==> config.mk <==
export PLATFORM = sky130hd
export DESIGN_NAME = fid_host
export DESIGN_NICKNAME = d
export VERILOG_FILES = /design/src/hdl/fid_host.v
export VERILOG_INCLUDE_DIRS = /design/src /design/src/inc
export SDC_FILE = /design/constraint.sdc
export NUM_CORES = 1
export LEC_CHECK = 0
export ABC_AREA = 1
export BUFFER_PORTS_ARGS = -buffer_cell sky130_fd_sc_hd__buf_2
export CAP_MARGIN = 30
export CORE_ASPECT_RATIO = 1.25
export CORE_MARGIN = 1
export CORE_UTILIZATION = 30
export CTS_BUF_LIST = sky130_fd_sc_hd__clkbuf_8
export CTS_CLUSTER_DIAMETER = 60
export DETAILED_ROUTE_END_ITERATION = 6
export GPL_TIMING_DRIVEN = 1
export PLACE_DENSITY = 0.56
export SETUP_SLACK_MARGIN = 0.5
export SLEW_MARGIN = 15
export SYNTH_ARGS = -nofsm -noshare
export SYNTH_HDL_FRONTEND = slang
export SYNTH_SLANG_ARGS = --single-unit
==> constraint.sdc <==
create_clock -name core_clk -period 4 [get_ports core_clk]
set_input_delay 0.4 -clock core_clk [delete_from_list [all_inputs] [get_ports core_clk]]
set_output_delay 0.4 -clock core_clk [all_outputs]
set_load 0.03 [all_outputs]
==> src/inc/fid_defs.vh <==
`ifndef FID_DEFS_VH
`define FID_DEFS_VH
// ------------------------------------------------------------
// wishbone register offsets (byte addresses)
// ------------------------------------------------------------
`define FID_REG_CMD      4'h0
`define FID_REG_ADDR     4'h4
`define FID_REG_DATA     4'h8
`define FID_REG_STATUS   4'hC
// ------------------------------------------------------------
// command codes written to the command register
// ------------------------------------------------------------
`define FID_OP_READ      4'h0
`define FID_OP_PROG      4'h1
`define FID_OP_SECT_ER   4'h2
`define FID_OP_BULK_ER   4'h3
`define FID_OP_RESET     4'h4
`define FID_OP_IDENT     4'h5
`define FID_OP_PROT      4'h6
`define FID_OP_BYP_ENTER 4'h7
`define FID_OP_BYP_PROG  4'h8
`define FID_OP_BYP_EXIT  4'h9
`define FID_OP_ADD_SECT  4'hA
// ------------------------------------------------------------
// instruction bytes and addresses
// ------------------------------------------------------------
`define FID_UNLK1_DATA   8'hAA
`define FID_UNLK2_DATA   8'h55
`define FID_UNLK1_ADDR   12'h555
`define FID_UNLK2_ADDR   12'hAAA
`define FID_CODE_PROG    8'hA0
`define FID_CODE_ERASE   8'h80
`define FID_CODE_SECT    8'h30
`define FID_CODE_BULK    8'h10
`define FID_CODE_RESET   8'hF0
`define FID_CODE_ID      8'h90
`define FID_CODE_BYP     8'h20
`define FID_CODE_BYPX    8'h00
`define FID_ID_ADDR      12'h001
`define FID_PROT_ADDR    12'h002
// ------------------------------------------------------------
// status bit positions on the data bus
// ------------------------------------------------------------
`define FID_BIT_POLL     7
`define FID_BIT_TOGGLE   6
`define FID_BIT_FAIL     5
`define FID_BIT_WINDOW   3
// ------------------------------------------------------------
// last strobe phase index; the strobe stays low this plus one core clocks
// ------------------------------------------------------------
`define FID_PHASE_CYC    4'h3
`endif

==> src/hdl/fid_host.v <==
// Summary of operation
// host sends each instruction as full byte sequence with short gaps
// invalid sequence or long gap drops device back to read mode
// each coded instruction opens with AA at 555 then 55 at AAA; host sends reset, bypass program/exit and add-sector codes without them
// upper address lines are zero; sector select held high on each write
// main selects route to primary flash, boot selects to secondary
// device powers up in read mode with nothing pending
// host holds selects low and write strobe high out of reset
// plain reads outside instructions return memory contents
// identifier read is three writes then read at A6,A1,A0 = 0,0,1
// protection read is three writes then read at A6,A1,A0 = 0,1,0
// status bits may be read any number of times while busy
// poll bit reads inverse of programmed bit 7 until done
// polling valid after fourth or sixth write, at target address
// poll bit reads 0 during erase, 1 after
// program to protected sector is ignored by device
// all-protected erase: poll 0, toggle runs briefly, nothing erased
// toggle bit inverts on each read while internal write runs
// failure bit 0 normally, 1 on program or erase failure
// program failure on 0 to 1 change or internal time-out
// failure bit clears only with reset instruction
// erase-window bit 0 during window, 1 after expiry or new sector code
// status read bits 7,6,5,3 are poll, toggle, failure, window
// reset instruction F0 returns to read mode; sent after id or failure
// bypass entered with 20; program is A0 plus write; exit 90 then 00
// only low twelve address bits matter for instruction matching
// added sector erase code within window extends erase set
// byte program is two unlocks, A0 at 555, then address/data write
// reads of busy flash give status rather than data
`timescale 1ns/1ps
`default_nettype none
`include "fid_defs.vh"
module fid_host #(
    parameter AW = 16
) (
    input  wire          core_clk,
    input  wire          sys_rst,
    input  wire [3:0]    wb_adr_i,
    input  wire [31:0]   wb_dat_i,
    input  wire [3:0]    wb_sel_i,
    input  wire          wb_we_i,
    input  wire          wb_cyc_i,
    input  wire          wb_stb_i,
    output reg  [31:0]   wb_dat_o,
    output reg           wb_ack_o,
    output reg  [AW-1:0] mem_addr,
    output reg  [7:0]    mem_dout,
    output reg           mem_doe,
    input  wire [7:0]    mem_din,
    output reg           write_strobe_pin_n,
    output reg           read_strobe_n,
    output reg  [7:0]    main_sector_selects,
    output reg  [3:0]    boot_sector_selects
);
// ------------------------------------------------------------
// state encoding
// ------------------------------------------------------------
localparam S_IDLE = 5'b00001;
localparam S_SET  = 5'b00010;
localparam S_STRB = 5'b00100;
localparam S_HOLD = 5'b01000;
localparam S_NEXT = 5'b10000;
// ------------------------------------------------------------
// registers
// ------------------------------------------------------------
reg  [4:0]    st_r;
reg  [3:0]    op_r;
reg  [2:0]    step_r;
reg  [2:0]    nstep_r;
reg  [3:0]    ph_r;
reg           busy_r;
reg  [AW-1:0] tgt_addr_r;
reg  [7:0]    tgt_data_r;
reg  [7:0]    main_sel_r;
reg  [3:0]    boot_sel_r;
reg  [7:0]    rd_data_r;
reg           is_rd;
reg  [11:0]   cyc_addr;
reg  [7:0]    cyc_data;
wire          wb_req = wb_cyc_i & wb_stb_i & ~wb_ack_o;
// ------------------------------------------------------------
// step table: which bus cycle each instruction step performs
// ------------------------------------------------------------
always @* begin
    is_rd    = 1'b0;
    cyc_addr = `FID_UNLK1_ADDR;
    cyc_data = `FID_UNLK1_DATA;
    nstep_r  = 3'd0;
    case (op_r)
        `FID_OP_READ: begin
            is_rd    = 1'b1;
            cyc_addr = tgt_addr_r[11:0];
        end
        `FID_OP_RESET: begin
            cyc_data = `FID_CODE_RESET;
        end
        `FID_OP_BYP_PROG: begin
            if (step_r == 3'd0) begin
                cyc_data = `FID_CODE_PROG;
                nstep_r  = 3'd1;
            end else begin
                cyc_addr = tgt_addr_r[11:0];
                cyc_data = tgt_data_r;
            end
        end
        `FID_OP_BYP_EXIT: begin
            cyc_data = (step_r == 3'd0) ? `FID_CODE_ID : `FID_CODE_BYPX;
            nstep_r  = (step_r == 3'd0) ? 3'd1 : 3'd0;
        end
        `FID_OP_ADD_SECT: begin
            cyc_addr = tgt_addr_r[11:0];
            cyc_data = `FID_CODE_SECT;
        end
        default: begin
            // two unlock writes, then per-op continuation
            case (step_r)
                3'd0: begin
                    nstep_r = 3'd1;
                end
                3'd1: begin
                    cyc_addr = `FID_UNLK2_ADDR;
                    cyc_data = `FID_UNLK2_DATA;
                    nstep_r  = 3'd2;
                end
                3'd2: begin
                    nstep_r = 3'd3;
                    case (op_r)
                        `FID_OP_PROG:      cyc_data = `FID_CODE_PROG;
                        `FID_OP_BYP_ENTER: begin
                            cyc_data = `FID_CODE_BYP;
                            nstep_r  = 3'd0;
                        end
                        `FID_OP_IDENT:     cyc_data = `FID_CODE_ID;
                        `FID_OP_PROT:      cyc_data = `FID_CODE_ID;
                        default:           cyc_data = `FID_CODE_ERASE;
                    endcase
                end
                3'd3: begin
                    case (op_r)
                        `FID_OP_PROG: begin
                            cyc_addr = tgt_addr_r[11:0];
                            cyc_data = tgt_data_r;
                        end
                        `FID_OP_IDENT: begin
                            is_rd    = 1'b1;
                            cyc_addr = `FID_ID_ADDR;
                        end
                        `FID_OP_PROT: begin
                            is_rd    = 1'b1;
                            cyc_addr = `FID_PROT_ADDR;
                        end
                        default: begin
                            cyc_addr = `FID_UNLK2_ADDR;
                            nstep_r  = 3'd4;
                        end
                    endcase
                end
                3'd4: begin
                    cyc_addr = `FID_UNLK2_ADDR;
                    cyc_data = `FID_UNLK2_DATA;
                    nstep_r  = 3'd5;
                end
                default: begin
                    if (op_r == `FID_OP_BULK_ER) begin
                        cyc_data = `FID_CODE_BULK;
                    end else begin
                        cyc_addr = tgt_addr_r[11:0];
                        cyc_data = `FID_CODE_SECT;
                    end
                end
            endcase
        end
    endcase
end
// ------------------------------------------------------------
// wishbone slave and bus sequencer
// ------------------------------------------------------------
always @(posedge core_clk) begin
    if (sys_rst) begin
        st_r                <= S_IDLE;
        op_r                <= `FID_OP_READ;
        step_r              <= 3'd0;
        ph_r                <= 4'h0;
        busy_r              <= 1'b0;
        tgt_addr_r          <= {AW{1'b0}};
        tgt_data_r          <= 8'h00;
        main_sel_r          <= 8'h01;
        boot_sel_r          <= 4'h0;
        rd_data_r           <= 8'h00;
        wb_dat_o            <= 32'h0000_0000;
        wb_ack_o            <= 1'b0;
        mem_addr            <= {AW{1'b0}};
        mem_dout            <= 8'h00;
        mem_doe             <= 1'b0;
        write_strobe_pin_n  <= 1'b1;
        read_strobe_n       <= 1'b1;
        main_sector_selects <= 8'h00;
        boot_sector_selects <= 4'h0;
    end else begin
        wb_ack_o <= 1'b0;
        if (wb_req) begin
            wb_ack_o <= 1'b1;
            wb_dat_o <= 32'h0000_0000;
            if (wb_we_i) begin
                case (wb_adr_i)
                    `FID_REG_CMD: begin
                        if (!busy_r && wb_sel_i[0]) begin
                            op_r   <= wb_dat_i[3:0];
                            step_r <= 3'd0;
                            busy_r <= 1'b1;
                            st_r   <= S_SET;
                        end
                    end
                    `FID_REG_ADDR: begin
                        if (!busy_r) begin
                            tgt_addr_r <= wb_dat_i[AW-1:0];
                        end
                    end
                    `FID_REG_DATA: begin
                        if (!busy_r) begin
                            tgt_data_r <= wb_dat_i[7:0];
                            main_sel_r <= wb_dat_i[15:8];
                            boot_sel_r <= wb_dat_i[19:16];
                        end
                    end
                    default: begin
                    end
                endcase
            end else begin
                case (wb_adr_i)
                    `FID_REG_CMD:    wb_dat_o <= {27'h0, busy_r, op_r};
                    `FID_REG_ADDR:   wb_dat_o <= {{(32-AW){1'b0}}, tgt_addr_r};
                    `FID_REG_DATA:   wb_dat_o <= {12'h000, boot_sel_r, main_sel_r,
                                                  tgt_data_r};
                    // poll/toggle/failure/window keep their byte positions; bit 4 carries busy
                    `FID_REG_STATUS: wb_dat_o <= {24'h00_0000,
                                                  rd_data_r[`FID_BIT_POLL],
                                                  rd_data_r[`FID_BIT_TOGGLE],
                                                  rd_data_r[`FID_BIT_FAIL],
                                                  busy_r,
                                                  rd_data_r[`FID_BIT_WINDOW],
                                                  3'b000};
                    default:         wb_dat_o <= {24'h000000, rd_data_r};
                endcase
            end
        end
        case (st_r)
            S_IDLE: begin
                ph_r <= 4'h0;
            end
            S_SET: begin
                // upper address lines zero, low lines carry the code address
                mem_addr            <= {{(AW-12){1'b0}}, cyc_addr};
                mem_dout            <= cyc_data;
                mem_doe             <= ~is_rd;
                main_sector_selects <= main_sel_r;
                boot_sector_selects <= boot_sel_r;
                ph_r                <= 4'h0;
                st_r                <= S_STRB;
            end
            S_STRB: begin
                write_strobe_pin_n <= is_rd;
                read_strobe_n      <= ~is_rd;
                ph_r               <= ph_r + 4'h1;
                if (ph_r == `FID_PHASE_CYC) begin
                    ph_r <= 4'h0;
                    st_r <= S_HOLD;
                    if (is_rd) begin
                        rd_data_r <= mem_din;
                    end
                end
            end
            S_HOLD: begin
                write_strobe_pin_n <= 1'b1;
                read_strobe_n      <= 1'b1;
                st_r               <= S_NEXT;
            end
            S_NEXT: begin
                // next byte follows within a few clocks
                mem_doe             <= 1'b0;
                main_sector_selects <= 8'h00;
                boot_sector_selects <= 4'h0;
                if (nstep_r != 3'd0) begin
                    step_r <= nstep_r;
                    st_r   <= S_SET;
                end else begin
                    busy_r <= 1'b0;
                    st_r   <= S_IDLE;
                end
            end
            default: begin
                st_r <= S_IDLE;
            end
        endcase
    end
end
endmodule
`default_nettype wire

-- After elaboration in Yosys (flattened, before gate mapping)
Cells that the tools add are included.
- equal/unequal tests: 22
- multiplexer cells: 49
- $add $sub $neg: 1
- bitwise operators: 5
- reductions and logical operators: 23
- operators with widths (kind ; count):
    $pmux 12 s3 ; 3
    $pmux 20 s4 ; 1
    $pmux 8 s5 ; 1
    $pmux 8 s4 ; 1
    $mux 5 ; 5
    $pmux 5 s5 ; 1
    $mux 12 ; 2
    $mux 8 ; 3
    $pmux 8 s3 ; 1
    $mux 3 ; 7
    $eq 4x3->1 const B ; 5
    $eq 4x4->1 const B ; 5
    $mux 20 ; 1
    $pmux 4 s2 ; 2
    $pmux 8 s2 ; 1
    $pmux 3 s5 ; 1
    $reduce_or 2->1 ; 7
    $reduce_and 4->1 ; 3
    $mux 1 ; 10
    $eq 4x2->1 const B ; 2
    $logic_not 4->1 ; 2
    $pmux 1 s2 ; 4
    $eq 3x2->1 const B ; 2
    $mux 6 ; 1
    22 further kinds ; 29
- register bits after elaboration: 129
- input port bits: 53
- logic and storage cells: 119

-- Depth between registers and ports, before layout
Gate-level depths: netlist of the first run.
- depth after elaboration: 8
- gate-level depth with buffers: 11
- gate-level depth less buffers: 11

-- Worst setup path before layout of the first run
No wires, ideal clock.
- path type: in2reg
- start point: input port wb_adr_i[1]
- end point: register main_sel_r[5]
- cell stages on the path: 7
- setup time: 0.128 ns
- path slack: 2.503 ns
- path buffers: 1
- data arrival time: 1.368 ns
- cells stage by stage: nor2_4 nand3_2 nor2_4 inv_1 clkbuf_1 o21ai_0 a21oi_1
- longest elaborated chain between the ends: 2
- ends and longest elaborated chain (what ; RTL line ; source):
    start: declaration ; fid_host.v:38 ; input wire [3:0] wb_adr_i,
    $eq 4x4->1 ; fid_host.v:205 ; case (wb_adr_i)
    $reduce_and 4->1 (no line) ; -- ;
    end signal: assignment ; fid_host.v:222 ; main_sel_r <= wb_dat_i[15:8];
    end: declaration ; fid_host.v:74 ; reg [7:0] main_sel_r;
No other way between the ends.
A chain may end at the register's enable or synchronous reset.

-- Worst setup path in the final report of the first run
- start point: register wb_ack_o
- end point: register wb_dat_o[3]
- longest elaborated chain between the ends: 2
- ends and longest elaborated chain (what ; RTL line ; source):
    start: declaration ; fid_host.v:45 ; output reg wb_ack_o,
    start signal: assignment ; fid_host.v:191 ; wb_ack_o <= 1'b0;
    start signal: assignment ; fid_host.v:200 ; wb_ack_o <= 1'b0;
    start signal: assignment ; fid_host.v:202 ; wb_ack_o <= 1'b1;
    $not 1->1 ; fid_host.v:80 ; wire wb_req = wb_cyc_i & wb_stb_i & ~wb_ack_o;
    $and 1x1->1 ; fid_host.v:80 ;
    end signal: assignment ; fid_host.v:231 ; `FID_REG_CMD: wb_dat_o <= {27'h0, busy_r, op_r};
    end signal: assignment ; fid_host.v:232 ; `FID_REG_ADDR: wb_dat_o <= {{(32-AW){1'b0}}, tgt_addr_r};
    end signal: assignment ; fid_host.v:233 ; `FID_REG_DATA: wb_dat_o <= {12'h000, boot_sel_r, main_sel_r,
    end: declaration ; fid_host.v:44 ; output reg [31:0] wb_dat_o,
No other way between the ends.

==> results.py, run 1 <==
metrics = {
    "power_and_ir_drop": {
        "max-vdd-ir-drop_mv": 0.168,
        "power_uw": 2470,
        "p_leak_uw": 0.00259,
        "power.density_nw_per_um2": 385,
    },
    "global_routing": {
        "grt_usage": 0.178,
        "antenna_found_initial": 1,
        "grt_util_met2": 0.278,
        "grt_max_degree": 57,
        "overflow": 0,
        "use_met1": 0.226,
        "grt_pass1_vias": 4880,
        "met3_usage": 0.0415,
        "grt_pass1_wl_um": 25500,
        "top_usage_layer": "met2",
    },
    "route": {
        "drcViolationCount": 0,
        "wire_per_inst_um": 14.8,
        "via_count": 5146,
        "via_per_inst": 4.86,
        "first_pass_iters": 5,
        "routed_wl_um": 15700,
        "route.antenna.remaining_nets": 0,
        "first_iter_violations": 228,
    },
    "worst_hold_path": {
        "hold_depth": 3,
        "min-delay-start": "wb_dat_i[18]",
        "hold_class": "primary input to register",
        "holdPathEnd": "boot_sel_r[2]",
    },
    "clock_tree": {
        "root_buffer": "clkbuf_8",
        "clkTransAtPathRegs_ns": 0.07,
        "cts_max_path_buffers": 2,
        "cts_hold_buf": 0,
        "ctsResizeCount": 0,
        "tritoncts": "built",
        "cts-buffers-inserted": 17,
        "cts_sinks": 117,
        "cts_setup_buffers": 0,
        "cts_htree_levels": 4,
        "clock_latency_ns": 0.46,
    },
    "place": {
        "io_buffers": 93,
        "dp_hpwl_um": 11400,
        "place.gp.congestion": 0.906,
        "place_ws_ns": 1.40,
        "post_dp_cell_area_um2": 5960,
    },
    "synth": {
        "synth-seq-area-share": 0.432,
        "syn_area_um2": 5420,
        "ys_seq_elements": 117,
        "synth_compound_area_frac": 0.256,
        "post_synth_inst_count": 740,
        "synth-adder-area-share": 0.00231,
        "synth.area.mux_share": 0,
        "synth_top_family_by_area": "compound AO/OA/AOI/OAI gates",
        "synth_cell_type_count": 40,
        "syn_avg_cell_area_um2": 7.32,
        "synth_xor_area_frac": 0.00162,
        "yosysWarnings": 0,
        "synthSimpleGateAreaFrac": 0.191,
    },
    "final_layout": {
        "layout-drive-gt1-share": 0.205,
        "final_util": 0.365,
        "area_delta_synth_final_pct": 18.4,
        "design_area_um2": 6420,
        "diodes": 0,
        "nets": 876,
    },
    "sta": {
        "max_slew_margin": 0.435,
        "maxSlewViolCount": 0,
        "rsz0062_at_grt": "no",
        "period_share": 0.602,
        "finClkSkew_ns": 0.0150,
        "fin_crit_ns": 2.41,
        "fin_setup_tns_ns": 0,
        "worst_slew_pin_slew_ns": 0.847,
        "finalHoldViolCount": 0,
        "worst_slack_ns": 1.59,
        "setup_violations": 0,
        "max_freq_ghz": 0.415,
    },
    "floorplanning": {
        "ioPinCount": 125,
        "die_h_um": 152,
        "dieArea_um2": 18600,
        "initial_core_util": 0.308,
        "placementRows": 54,
        "chipWidth_um": 122,
        "core-area_um2": 17600,
    },
    "worst_setup_path": {
        "cp_slowest_cell": "nor2_2",
        "worstPathArrival_ns": 2.78,
        "ff2ff_setup_slack_ns": 1.59,
        "end_kind": "register",
        "crit_required_ns": 4.38,
        "crit_fanout": 22,
        "r2r_cells": 7,
        "crit_chain": "nor2_1, inv_1, nor2_2, inv_1, nor2_2, o21ai_0, a31oi_1",
        "cp-start-kind": "register",
        "rr_endpoint": "wb_dat_o[3]",
        "path_class": "register to register",
        "critPathMaxStageDelay_ns": 0.48,
        "rr_startpoint": "wb_ack_o",
    },
    "flow_run": {
        "drv_cap": 0,
    },
    "outcome": {
        "status": "completed",
    },
}
cell type report:
cell class	count	area, um2
Fill cell	1976	11200
Multi-Input combinational cell	499	2510
Sequential cell	117	2340
Timing Repair Buffer	98	523
Inverter	89	335
Tap cell	224	280
Clock buffer	19	262
Clock inverter	13	168
cell families after synthesis:
kind of cell               count (synthesis)
AOI/OAI and AO/OA                        258
and+or+nand+nor                          223
buffers and inverters                    139
DFF                                      117
xor gates and xnor gates                   1
adders and majority gates                  1
other                                      1
critical path: cells and delay by family (launching register included):
kind | cells | cell delay, ns
compound gates | 2 | 0.41
buf+inv | 2 | 0.58
flops | 1 | 0.33
simple gates | 3 | 1.00
flip-flops by register name (all words and copies together) (netlist names):
register and count:
wb_dat_o 20, tgt_addr_r 16, mem_addr 12, main_sector_selects 8, main_sel_r 8, mem_dout 8, rd_data_r 8, tgt_data_r 8
st_r 5, boot_sector_selects 4, boot_sel_r 4, op_r 4, ph_r 4, step_r 3, busy_r 1, mem_doe 1
read_strobe_n 1, wb_ack_o 1, write_strobe_pin_n 1
cells in the mapped netlist:
cell | count | area, um2
nor2_1 | 34 | 128
a21oi_1 | 115 | 576
o21ai_2 | 3 | 26.3
xor2_1 | 1 | 8.76
a211oi_2 | 1 | 12.5
inv_2 | 4 | 15.0
ha_1 | 1 | 12.5
buf_4 | 20 | 150
o31ai_1 | 2 | 15.0
nand3_2 | 3 | 30.0
a31oi_1 | 7 | 43.8
nand3_4 | 1 | 17.5
o22ai_1 | 15 | 93.8
nor2_4 | 5 | 56.3
or2_2 | 1 | 6.26
nor4_1 | 1 | 6.26
nor2_2 | 10 | 62.6
o21ai_1 | 16 | 80.1
conb_1 | 1 | 3.75
nand2_4 | 2 | 22.5
nor3_1 | 2 | 10.0
o21a_1 | 1 | 7.51
nand3_1 | 40 | 200
nand4_1 | 1 | 6.26
a21oi_2 | 1 | 8.76
nand4_2 | 1 | 12.5
nand2_2 | 7 | 43.8
o21ai_0 | 85 | 425
clkbuf_1 | 23 | 86.3
buf_2 | 4 | 20.0
or2_0 | 1 | 6.26
a211oi_1 | 2 | 15.0
dfxtp_1 | 117 | 2340
a41oi_1 | 1 | 8.76
buf_6 | 3 | 33.8
nand2_1 | 114 | 428
a21oi_4 | 1 | 16.3
inv_1 | 84 | 315
o211ai_1 | 8 | 60.1
clkinv_2 | 1 | 5.00
worst max-delay path by stage:
stage | startpoint | endpoint | slack, ns
after floorplan | wb_adr_i[1] | main_sel_r[5] | 2.50
after global placement | wb_cyc_i | wb_dat_o[3] | 1.39
after detailed placement | wb_cyc_i | wb_dat_o[3] | 1.40
after CTS | wb_ack_o | wb_dat_o[3] | 1.59
after global routing | wb_ack_o | wb_dat_o[3] | 1.30
final | wb_ack_o | wb_dat_o[3] | 1.59
per-layer routing:
metal | routed length [um] | part of all wire
met2 | 7240 | 0.46
met1 | 7060 | 0.45
met4 | 580 | 0.037
met3 | 803 | 0.051
met5 | 0 | 0
stage by stage:
stage | hold WS, ns | cells
after CTS | 0.153 | 1058
after global placement | 0.435 | 1026
after floorplan | 0.422 | 755
after detailed placement | 0.439 | 1026
final | 0.178 | 1059
after global routing | 0.150 | 1059
report_power, final:
part	internal, uW	switching, uW	total, uW
clock	656	518	1170
sequential	1170	3.01	1170
combinational	32.0	91.0	123
total	1860	612	2470
placed cells by master, fill, tap and decap left out, types with 19 or more instances in the layout:
cell	n
dfxtp_1	117
nand2_1	114
a21oi_1	115
nor2_1	34
o21ai_0	85
nand3_1	40
inv_1	84
clkbuf_8	19
buf_2	93
No activity file was read; power rests on OpenSTA's default activity.
==> run 2, diff against run 1 <==
--- a/config.mk
+++ b/config.mk
@@ -16,7 +16,7 @@
 export CTS_CLUSTER_DIAMETER = 60
 export DETAILED_ROUTE_END_ITERATION = 6
 export GPL_TIMING_DRIVEN = 1
-export PLACE_DENSITY = 0.56
+export PLACE_DENSITY = 0.57
 export SETUP_SLACK_MARGIN = 0.5
 export SLEW_MARGIN = 15
 export SYNTH_ARGS = -nofsm -noshare
==> constraint.sdc (replaced) <==
create_clock -name core_clk -period 2.2 [get_ports core_clk]
set_input_delay 0.22 -clock core_clk [delete_from_list [all_inputs] [get_ports core_clk]]
set_output_delay 0.22 -clock core_clk [all_outputs]
set_load 0.03 [all_outputs]
==> run 2 against run 1 <==
Against the previous run: critical endpoint is now tgt_addr_r[1]; final cell count is 2.9% higher; total power grew 75%; largest cell class unchanged; clock skew fell by 0.0060 ns; clock-buffer cell count rose by 1.
==> results.py, run 2 (synthesis gave the netlist of run 1 again) <==
metrics = {
    "outcome": {
        "status": "completed",
    },
    "sta": {
        "finalHoldViolCount": 0,
        "setup_violations": 0,
        "worst_slew_pin_slew_ns": 0.524,
        "fin_crit_ns": 1.61,
        "maxSlewViolCount": 0,
        "finClkSkew_ns": 0.00900,
        "max_slew_margin": 0.647,
        "period_share": 0.734,
        "max_freq_ghz": 0.620,
        "rsz0062_at_grt": "yes",
        "fin_setup_tns_ns": 0,
    },
    "power_and_ir_drop": {
        "p_leak_uw": 0.00275,
        "power.density_nw_per_um2": 638,
        "max-vdd-ir-drop_mv": 0.315,
    },
    "floorplanning": {
        "placementRows": 54,
        "die_h_um": 152,
        "initial_core_util": 0.308,
        "core-area_um2": 17600,
        "dieArea_um2": 18600,
        "chipWidth_um": 122,
        "ioPinCount": 125,
    },
    "route": {
        "via_per_inst": 4.85,
        "via_count": 5285,
        "drcViolationCount": 0,
        "routed_wl_um": 16400,
        "route.antenna.remaining_nets": 0,
        "first_pass_iters": 4,
        "wire_per_inst_um": 15.0,
        "first_iter_violations": 242,
    },
    "place": {
        "io_buffers": 93,
        "dp_hpwl_um": 11400,
        "post_dp_cell_area_um2": 6040,
        "place.gp.congestion": 0.922,
    },
    "flow_run": {
        "drv_cap": 0,
    },
    "worst_setup_path": {
        "crit_fanout": 6,
        "path_buf_inv": 2,
        "r2r_cells": 7,
        "worstPathArrival_ns": 1.94,
        "path_class": "register to register",
        "cp-start-kind": "register",
        "cp_slowest_cell": "dfxtp_1",
        "critPathMaxStageDelay_ns": 0.31,
        "crit_family": "simple AND/OR/NAND/NOR gates",
        "crit_required_ns": 2.53,
        "crit_chain": "nor2_1, nand3_2, nor2_2, clkinvlp_4, buf_4, o21ai_0, a21oi_1",
        "cp.depth": 7,
        "end_kind": "register",
    },
    "final_layout": {
        "largestRegisters": "wb_dat_o x20, tgt_addr_r x16, mem_addr x12",
        "largest_reg_flops": 20,
        "layout-drive-gt1-share": 0.260,
        "diodes": 0,
        "top_register": "wb_dat_o",
        "area_delta_synth_final_pct": 25.0,
        "final_cell_mix": "114 x a21oi_1, 111 x nand2_1, 111 x dfxtp_1",
        "design_area_um2": 6770,
        "nets": 908,
        "final_common_cell": "a21oi_1",
    },
    "clock_tree": {
        "tritoncts": "built",
        "clock_latency_ns": 0.44,
        "cts_htree_levels": 4,
        "clkTransAtPathRegs_ns": 0.07,
        "root_buffer": "clkbuf_8",
        "cts_sinks": 117,
        "cts_max_path_buffers": 2,
        "cts-buffers-inserted": 17,
    },
    "global_routing": {
        "grt_max_degree": 64,
        "antenna_found_initial": 0,
        "overflow": 0,
        "grt_pass1_vias": 4981,
        "grt_usage": 0.179,
        "grt_pass1_wl_um": 25600,
    },
    "worst_hold_path": {
        "hold_class": "primary input to register",
        "hold_depth": 3,
    },
}
-- run 2: changes by cell type in the layout (fill, tap and decap cells not counted), moves of 4 or more --
cell,change
inv_2,+5
inv_6,-4
nor2_4,+6
dlygate4sd3_1,+5
nand3_2,+4
dfxtp_1,-6
dfxtp_2,+4
buf_4,+21
inv_1,-5
nand3_1,-4
nor2_1,-8
clkinvlp_4,+4
-- run 2: metal layers --
metal  track usage  vias up  share of wire
li1              -     2687              -
met1         0.218     2418           0.45
met2         0.293      148           0.47
met3        0.0442       32          0.047
met4        0.0848        0          0.031
met5             0        -              0
-- run 2: report_power, final --
group          switching, uW  leakage (uW)  internal [uW]  total [uW]
clock                    868      0.000208           1070        1940
combinational            174       0.00160           72.2         246
sequential              5.24      0.000946           2120        2130
-- run 2: path summary, 6_finish.rpt --
check                                   from       endpoint  slack (ns)
worst min register to register  rd_data_r[3]   rd_data_r[3]        0.45
worst min-delay path            wb_dat_i[19]  boot_sel_r[3]        0.03
worst max-delay path                wb_ack_o  tgt_addr_r[1]        0.59
worst max register to register      wb_ack_o  tgt_addr_r[1]        0.59
-- run 2: stage by stage --
stage	util	hold slack (ns)	std cells	worst slack, ns	total power, uW
floorplan	-	0.350	755	0.730	2350
global route	0.385	0.0267	1090	0.482	4480
finish	0.385	0.0278	1090	0.586	4320
detailed placement	0.344	0.436	1034	0.220	2410
CTS	0.377	0.00684	1083	0.475	4370
global placement	0.344	0.431	1034	0.235	2410
-- run 2: worst reg2reg max path, stage by stage, from the launching register on --
cell	delay, ns
dfxtp_1	0.31
nor2_1	0.23
nand3_2	0.16
nor2_2	0.24
clkinvlp_4	0.14
buf_4	0.17
o21ai_0	0.18
a21oi_1	0.06
-- run 2: final cells by class --
cell class	instances	area, um2
Fill cell	1888	10800
Multi-Input combinational cell	499	2610
Sequential cell	117	2350
Timing Repair Buffer	128	779
Inverter	89	348
Tap cell	224	280
Clock buffer	20	275
Clock inverter	11	111
Timing Repair inverter	2	15.0
-- run 2: what timing repair did --
action / 4_1_cts / 5_1_grt
gates cloned: 2 / 0
hold endpoints to repair: 5 / 0
setup endpoints to repair: 66 / 58
hold buffers: 5 / 0
setup buffers: 11 / 7
pin swaps: 2 / 4
resized for setup: 13 / 34
